### src/mscr_pkg.sv
// package: register map, fields and types for the flash write/erase register block
package mscr_pkg;
  localparam logic [7:0]  ADDR_PAGE_BUF   = 8'h10;
  localparam logic [7:0]  ADDR_WDATA      = 8'h18;
  localparam logic [7:0]  ADDR_STATUS     = 8'h1c;
  localparam logic [7:0]  ADDR_IFLAG      = 8'h30;
  localparam logic [7:0]  ADDR_IFLAG_SET  = 8'h34;
  localparam logic [7:0]  ADDR_IFLAG_CLR  = 8'h38;
  localparam logic [7:0]  ADDR_IENABLE    = 8'h3c;
  localparam logic [7:0]  ADDR_LOCK       = 8'h40;
  localparam logic [7:0]  ADDR_CACHE_CMD  = 8'h44;
  localparam logic [7:0]  ADDR_CTRL       = 8'h00;
  localparam logic [7:0]  ADDR_WRITE_CMD  = 8'h0c;

  localparam logic [15:0] LOCK_UNLOCK_KEY = 16'h1b71;
  localparam logic [31:0] PAGE_BUF_RST    = 32'h0000_0000;
  localparam logic [31:0] WDATA_RST       = 32'h0000_0000;
  localparam int          NFLAGS          = 6;
  localparam logic [5:0]  IFLAG_RST       = 6'h00;

  // interrupt flag positions
  localparam int IF_ERASE = 0;
  localparam int IF_WRITE = 1;
  localparam int IF_HITS  = 2;
  localparam int IF_MISS  = 3;
  localparam int IF_PWRUP = 4;
  localparam int IF_PAR   = 5;

  // status positions
  localparam int ST_BUSY    = 0;
  localparam int ST_LOCKED  = 1;
  localparam int ST_INVADR  = 2;
  localparam int ST_WREADY  = 3;
  localparam int ST_TIMEOUT = 4;
  localparam int ST_ABORTED = 5;
  localparam int ST_RUNNING = 6;

  // write command, control and cache command positions
  localparam int WC_LOAD_ADDR = 0;
  localparam int WC_ERASE_PG  = 1;
  localparam int WC_WRITE_ONE = 3;
  localparam int WC_WRITE_TRG = 4;
  localparam int CTRL_RDCLR   = 3;
  localparam int CC_START     = 1;
  localparam int CC_STOP      = 2;

  typedef struct packed {
    logic        wr;
    logic        rd;
    logic [7:0]  addr;
    logic [31:0] wdata;
  } mscr_bus_req_t;

  typedef struct packed {
    logic        load_addr;
    logic        erase_page;
    logic        write_once;
    logic        write_trig;
    logic        wdata_wr;
    logic        start_counters;
    logic        stop_counters;
  } mscr_cmd_t;

  // events reported by the write controller, cache and flash behind the block
  typedef struct packed {
    logic        busy;
    logic        wdata_consumed;
    logic        addr_invalid;
    logic        access_violation;
    logic        access_ok;
    logic        erase_abort_irq;
    logic        word_timeout;
    logic        write_done;
    logic        erase_done;
    logic        hits_overflow;
    logic        misses_overflow;
    logic        counter_at_max;
    logic        power_up_done;
    logic        parity_error;
  } mscr_evt_t;

  typedef struct packed {
    logic [1:0]        rst_sync;
    logic [31:0]       page_buf;
    logic [31:0]       target_addr;
    logic [31:0]       wdata;
    logic              wready;
    logic              running;
    logic              aborted;
    logic              timeout;
    logic              invalid_address;
    logic              locked_acc;
    logic [NFLAGS-1:0] iflag;
    logic [NFLAGS-1:0] ienable;
    logic              cfg_locked;
    logic              read_clear;
    logic [31:0]       rdata;
    mscr_cmd_t         cmd;
  } mscr_state_t;
endpackage

### src/mscr_regs.sv
// register block of the flash write/erase controller
//
// Added by the designer: the plain strobed port.
`timescale 1ns/1ps

module mscr_regs (
  input  wire logic                 clk_i,
  input  wire logic                 rst_b_i,
  input  wire mscr_pkg::mscr_bus_req_t bus_i,
  output logic [31:0]               rdata_o,
  input  wire mscr_pkg::mscr_evt_t  evt_i,
  output mscr_pkg::mscr_cmd_t       cmd_o,
  output logic [31:0]               target_addr_o,
  output logic [31:0]               wdata_o,
  output logic                      irq_o
);
  logic                 rst_b;
  mscr_pkg::mscr_state_t s_q;
  mscr_pkg::mscr_state_t s_d;
  logic                 rst_sync_q0;
  logic                 rst_sync_q1;

  // reset release through two flops, kept outside the state struct
  always_ff @(posedge clk_i or negedge rst_b_i) begin
    if (!rst_b_i) begin
      rst_sync_q0 <= 1'b0;
      rst_sync_q1 <= 1'b0;
    end else begin
      rst_sync_q0 <= 1'b1;
      rst_sync_q1 <= rst_sync_q0;
    end
  end
  assign rst_b = rst_sync_q1;

  logic       wr_page;
  logic       wr_wdata;
  logic       wr_ifs;
  logic       wr_ifc;
  logic       wr_ien;
  logic       wr_lock;
  logic       wr_ctrl;
  logic       wr_wcmd;
  logic       wr_ccmd;
  logic       rd_ifc_clear;
  logic [5:0] hw_set;

  always_comb begin
    wr_page  = bus_i.wr && (bus_i.addr == mscr_pkg::ADDR_PAGE_BUF);
    wr_wdata = bus_i.wr && (bus_i.addr == mscr_pkg::ADDR_WDATA);
    wr_ifs   = bus_i.wr && (bus_i.addr == mscr_pkg::ADDR_IFLAG_SET);
    wr_ifc   = bus_i.wr && (bus_i.addr == mscr_pkg::ADDR_IFLAG_CLR);
    wr_ien   = bus_i.wr && (bus_i.addr == mscr_pkg::ADDR_IENABLE);
    wr_lock  = bus_i.wr && (bus_i.addr == mscr_pkg::ADDR_LOCK);
    // control and write command registers only accept writes while unlocked; cache command writes are not gated
    wr_ctrl  = bus_i.wr && (bus_i.addr == mscr_pkg::ADDR_CTRL) && !s_q.cfg_locked;
    wr_wcmd  = bus_i.wr && (bus_i.addr == mscr_pkg::ADDR_WRITE_CMD) && !s_q.cfg_locked;
    wr_ccmd  = bus_i.wr && (bus_i.addr == mscr_pkg::ADDR_CACHE_CMD);
    rd_ifc_clear = bus_i.rd && (bus_i.addr == mscr_pkg::ADDR_IFLAG_CLR) && s_q.read_clear;
    hw_set = '0;
    hw_set[mscr_pkg::IF_ERASE] = evt_i.erase_done;
    hw_set[mscr_pkg::IF_WRITE] = evt_i.write_done;
    hw_set[mscr_pkg::IF_HITS]  = evt_i.hits_overflow;
    hw_set[mscr_pkg::IF_MISS]  = evt_i.misses_overflow;
    hw_set[mscr_pkg::IF_PWRUP] = evt_i.power_up_done;
    hw_set[mscr_pkg::IF_PAR]   = evt_i.parity_error;
  end

  always_comb begin
    s_d = s_q;
    s_d.rst_sync = '0;
    s_d.cmd = '0;
    s_d.rdata = 32'h0000_0000;

    if (wr_page) begin
      s_d.page_buf = bus_i.wdata;
    end
    // erase and write commands are dropped while an operation runs
    if (wr_wcmd && !evt_i.busy) begin
      s_d.cmd.load_addr  = bus_i.wdata[mscr_pkg::WC_LOAD_ADDR];
      s_d.cmd.erase_page = bus_i.wdata[mscr_pkg::WC_ERASE_PG];
      s_d.cmd.write_once = bus_i.wdata[mscr_pkg::WC_WRITE_ONE];
      s_d.cmd.write_trig = bus_i.wdata[mscr_pkg::WC_WRITE_TRG];
      if (bus_i.wdata[mscr_pkg::WC_LOAD_ADDR]) begin
        s_d.target_addr = s_q.page_buf;
      end
    end

    // ready: consume sets, software write clears; consume wins if both
    if (wr_wdata) begin
      s_d.wdata = bus_i.wdata;
      s_d.wready = 1'b0;
      s_d.cmd.wdata_wr = 1'b1;
    end
    if (evt_i.wdata_consumed) begin
      s_d.wready = 1'b1;
    end

    // timeout clear by command, but a new timeout event wins
    if (wr_wcmd && !evt_i.busy && (bus_i.wdata[mscr_pkg::WC_ERASE_PG] ||
        bus_i.wdata[mscr_pkg::WC_WRITE_TRG] || bus_i.wdata[mscr_pkg::WC_WRITE_ONE])) begin
      s_d.timeout = 1'b0;
    end
    if (evt_i.word_timeout) begin
      s_d.timeout = 1'b1;
    end
    if (evt_i.erase_abort_irq) begin
      s_d.aborted = 1'b1;
    end
    if (evt_i.addr_invalid) begin
      s_d.invalid_address = 1'b1;
    end
    // locked tracks the last operation outcome
    if (evt_i.access_ok) begin
      s_d.locked_acc = 1'b0;
    end
    if (evt_i.access_violation) begin
      s_d.locked_acc = 1'b1;
    end

    // counters: stop or reaching maximum ends the run
    if (wr_ccmd && bus_i.wdata[mscr_pkg::CC_START]) begin
      s_d.running = 1'b1;
      s_d.cmd.start_counters = 1'b1;
    end
    if (wr_ccmd && bus_i.wdata[mscr_pkg::CC_STOP]) begin
      s_d.running = 1'b0;
      s_d.cmd.stop_counters = 1'b1;
    end
    if (evt_i.counter_at_max) begin
      s_d.running = 1'b0;
    end

    if (wr_ctrl) begin
      s_d.read_clear = bus_i.wdata[mscr_pkg::CTRL_RDCLR];
    end
    if (wr_lock) begin
      s_d.cfg_locked = (bus_i.wdata[15:0] != mscr_pkg::LOCK_UNLOCK_KEY);
    end
    if (wr_ien) begin
      s_d.ienable = bus_i.wdata[mscr_pkg::NFLAGS-1:0];
    end

    // flags: clears first, then sets so a same-cycle event is kept
    if (wr_ifc) begin
      s_d.iflag = s_d.iflag & ~bus_i.wdata[mscr_pkg::NFLAGS-1:0];
    end
    if (rd_ifc_clear) begin
      s_d.iflag = s_d.iflag & ~s_q.iflag;
    end
    if (wr_ifs) begin
      s_d.iflag = s_d.iflag | bus_i.wdata[mscr_pkg::NFLAGS-1:0];
    end
    s_d.iflag = s_d.iflag | hw_set;

    if (bus_i.rd) begin
      case (bus_i.addr)
        mscr_pkg::ADDR_PAGE_BUF: s_d.rdata = s_q.page_buf;
        mscr_pkg::ADDR_WDATA:    s_d.rdata = s_q.wdata;
        mscr_pkg::ADDR_STATUS: begin
          s_d.rdata[mscr_pkg::ST_BUSY]    = evt_i.busy;
          s_d.rdata[mscr_pkg::ST_LOCKED]  = s_q.locked_acc;
          s_d.rdata[mscr_pkg::ST_INVADR]  = s_q.invalid_address;
          s_d.rdata[mscr_pkg::ST_WREADY]  = s_q.wready;
          s_d.rdata[mscr_pkg::ST_TIMEOUT] = s_q.timeout;
          s_d.rdata[mscr_pkg::ST_ABORTED] = s_q.aborted;
          s_d.rdata[mscr_pkg::ST_RUNNING] = s_q.running;
        end
        mscr_pkg::ADDR_IFLAG:   s_d.rdata[mscr_pkg::NFLAGS-1:0] = s_q.iflag;
        // without the option this reads zero and changes nothing
        mscr_pkg::ADDR_IFLAG_CLR: begin
          if (s_q.read_clear) begin
            s_d.rdata[mscr_pkg::NFLAGS-1:0] = s_q.iflag;
          end
        end
        mscr_pkg::ADDR_IENABLE: s_d.rdata[mscr_pkg::NFLAGS-1:0] = s_q.ienable;
        mscr_pkg::ADDR_LOCK:    s_d.rdata[0] = s_q.cfg_locked;
        mscr_pkg::ADDR_CTRL:    s_d.rdata[mscr_pkg::CTRL_RDCLR] = s_q.read_clear;
        default:                s_d.rdata = 32'h0000_0000;
      endcase
    end
  end

  always_ff @(posedge clk_i or negedge rst_b) begin
    if (!rst_b) begin
      s_q <= '0;
      s_q.page_buf <= mscr_pkg::PAGE_BUF_RST;
      s_q.wdata <= mscr_pkg::WDATA_RST;
      s_q.wready <= 1'b1;
      s_q.iflag <= mscr_pkg::IFLAG_RST;
      s_q.cfg_locked <= 1'b0;
      s_q.read_clear <= 1'b0;
    end else begin
      s_q <= s_d;
    end
  end

  assign rdata_o       = s_q.rdata;
  assign cmd_o         = s_q.cmd;
  assign target_addr_o = s_q.target_addr;
  assign wdata_o       = s_q.wdata;
  assign irq_o         = |(s_q.iflag & s_q.ienable);
endmodule // mscr_regs

### config.mk
export PLATFORM = sky130hd
export DESIGN_NAME = mscr_regs
export DESIGN_NICKNAME = d
export VERILOG_FILES = /design/src/mscr_pkg.sv /design/src/mscr_regs.sv
export SDC_FILE = /design/constraint.sdc
export NUM_CORES = 1
export LEC_CHECK = 0
export BUFFER_PORTS_ARGS = -buffer_cell sky130_fd_sc_hd__buf_2
export CORE_MARGIN = 10
export CORE_UTILIZATION = 50
export DETAILED_ROUTE_END_ITERATION = 8
export GPL_TIMING_DRIVEN = 0
export HOLD_SLACK_MARGIN = 0.08
export PLACE_DENSITY = 0.74
export SLEW_MARGIN = 20
export SYNTH_ARGS = -nofsm -noshare
export SYNTH_HDL_FRONTEND = slang
export SYNTH_SLANG_ARGS = --single-unit
### constraint.sdc
create_clock -name clk_i -period 5.4 [get_ports clk_i]
set_clock_uncertainty 0.05 [all_clocks]
set_input_delay 0.27 -clock clk_i [delete_from_list [all_inputs] [get_ports clk_i]]
set_output_delay 0.27 -clock clk_i [all_outputs]
set_load 0.02 [all_outputs]
==> run summary <==
Antenna violations before repair = 2
HPWL Detailed = 13.2 mm
Leakage = 5.07 nW
VDD IR max = 0.000192 V
Final core utilization = 64.9%
Worst-Skew Late Latency = 420 ps
Die extent in y = 141 um
Number of synthesized flops with an enable pin = 0
Critical path class = primary input to register
Gpl congestion = 0.917
Clk buf depth = 2
Reg2Reg Depth = 5
Final worst slack = 2940 ps
CTS Root Cell = clkbuf_16
Detailed Route WL = 18.3 mm
CTS tree = built
CP Launch Type = primary input
Width of the die = 141 um
GR Overflow Total = 0
Synth unique cells = 46
Drt first pass iters = 5
Register area share after synthesis = 53.8%
Post-CTS setup buffer count = 0
Relative slew margins = 31.3%
Synth Register Bits = 157
DIE AREA = 19800 um2
Pre-CTS WS = 2520 ps
Layout cell share with drive strength beyond 1 = 52.3%
Top post-synthesis cells by area = dfrtp_1, mux2_2, buf_4
Achievable Freq = 406 MHz
Hold crit path type = primary input to register
FFs w/ async S/R, synth = 100%
Unrepaired setup endpoints after global routing = no
R2R Setup Slk = 3230 ps
First-pass GRT wire length = 29.4 mm
Combinational family with the most area after synthesis = multiplexers
Cell with the most instances after synthesis = dfrtp_1
Starting Density = 50.6%
Post-DR vias/cell = 5.13
Max-cap violations = 0
Max-slew violations = 0
Critical Path End Type = register
Gr usage total = 18.6%
Pin count of the biggest net entering global routing = 60
Vias = 5057
Worst Hold Launch = bus_i[41]
Final setup viols = 0
Vias in the first global route = 5425
Post-layout nets = 846
Synthesized instance count = 568
Reg2reg start = s_q[40]
Ys Warns = 0
Worst hold margin = 113 ps
Synth top cells by count = dfrtp_1, buf_4, mux2_2
Syn avg cell area = 12.9 um2
H-Tree Level Count = 4
Reg-to-Reg End = target_addr_o[30]
Area grow syn2layout = 28.3%
Fin crit period = 2460 ps
Critical path data required time = 5690 ps
Synth Area in XOR/XNOR = 0%
Core Rows = 44
Synth Cell Area = 7300 um2
Clk sinks = 157
Syn Nets = 626
Post-DRT Antenna Nets = 0
Hold Crit Depth = 3
Top FF cell, synth = dfrtp_1
Status = complete, no violations
Hold EP = s_q[58]
# DRC = 0
Worst Path Arrival = 2750 ps
DRT iter0 DRCs = 322
PortBufs = 159
Hold Vio Cnt, Final = 0
Compound-cell area share of the yosys netlist = 6.92%
Adder-cell area share of the yosys netlist = 0%
Final period util = 45.6%
CORE AREA = 14400 um2
CTS Buf Count = 17
Boundary Pins = 162
Maximum fanout along the worst path = 10
Cell taking the most area after synthesis = dfrtp_1
Post-synthesis mux area share = 17.8%
Worst slew pin tran = 1020 ps
Power per cell area = 277 nW/um2
Routed wire per std cell = 18.5 um
Top cell type's share of synthesized area = 53.5%
Worst-path clk slew = 60 ps
Synth Area in Simple Gates = 7.95%
==> registers in the layout, summed over array words and instances (netlist names) <==
register,flops
rdata_o,32
rst_b,1
target_addr_o,32
wdata_o,32
cmd_o,7
rst_sync_q0,1
s_q,52
==> through the flow <==
step / cells / instance area (um2) / TNS (ps) / power [mW]
floorplan: 568 / 7300 / 0 / 1.35
global placement: 911 / 8330 / -133660 / 1.42
detailed placement: 913 / 8390 / 0 / 1.43
CTS: 984 / 9360 / 0 / 2.62
global route: 984 / 9360 / 0 / 2.69
finish: 986 / 9370 / 0 / 2.60
==> layer usage <==
layer	up-vias	wire [um]	track usage, %	share of wire, %
met5	-	7	0	0.038
li1	2328	-	-	-
met2	206	9010	30.3	49
met1	2495	7490	22.2	41
met4	2	272	5.87	1.5
met3	26	1510	6.89	8.2
==> cell usage in the layout, fill, tap and decap left out, types with 5 or more instances in the layout <==
cell type and count:
o21ai_0 7, buf_4 103, nand2_1 13, nor2b_1 26
inv_1 12, a22oi_1 29, and3_1 5, clkbuf_1 14
a21oi_1 5, dlygate4sd3_1 40, nor3_1 6, mux2_2 72
nor2_1 16, a211oi_1 6, dfrtp_1 155, a211o_1 6
clkbuf_16 17, mux2_4 30, buf_2 166
==> kinds of logic (layout without fill, tap and decap cells) <==
kind of cell           count (synthesis)  in the layout
AOI/OAI and AO/OA                     68             68
and+or+nand+nor                       97             97
other                                  1              3
muxes                                106            106
buffers and inverters                139            371
DFF                                  157            157
==> critical path: stages <==
cell      delay (ps)
buf_2            110
clkbuf_1         200
or4b_1           540
clkbuf_1         170
nor2_1           540
clkbuf_1         550
a22oi_1          170
nor2b_1          180
==> where the power goes <==
| group | total, mW | switching [mW] | internal (mW) |
|---|---|---|---|
| Clock | 1.17 | 0.467 | 0.702 |
| Sequential | 1.23 | 0.0295 | 1.20 |
| Combinational | 0.195 | 0.0951 | 0.100 |
==> final cells by class <==
| type | instances | area [um2] |
|---|---|---|
| tap | 184 | 230 |
| sequential | 157 | 3930 |
| inverter | 12 | 45.0 |
| clock buffer | 21 | 460 |
| multi-input combinational | 272 | 2390 |
| clock inverter | 10 | 115 |
| buffer | 127 | 936 |
| timing repair buffer | 201 | 1250 |
| fill | 1074 | 5060 |
| antenna | 2 | 5.00 |
==> worst max-delay path by stage <==
stage	start	to	slack, ps
after floorplan	rst_b	cmd_o[0]	650
after global placement	rst_b	rdata_o[8]	-880
after detailed placement	bus_i[34]	rdata_o[28]	2520
after CTS	bus_i[34]	rdata_o[28]	2950
after global routing	bus_i[34]	rdata_o[28]	2750
final	bus_i[34]	rdata_o[28]	2940
==> repair_timing <==
item,CTS,global route
hold buffers,40,0
endpoints found under the hold margin,66,0
gates resized for setup,0,0
(Power assumes the default switching activity.)
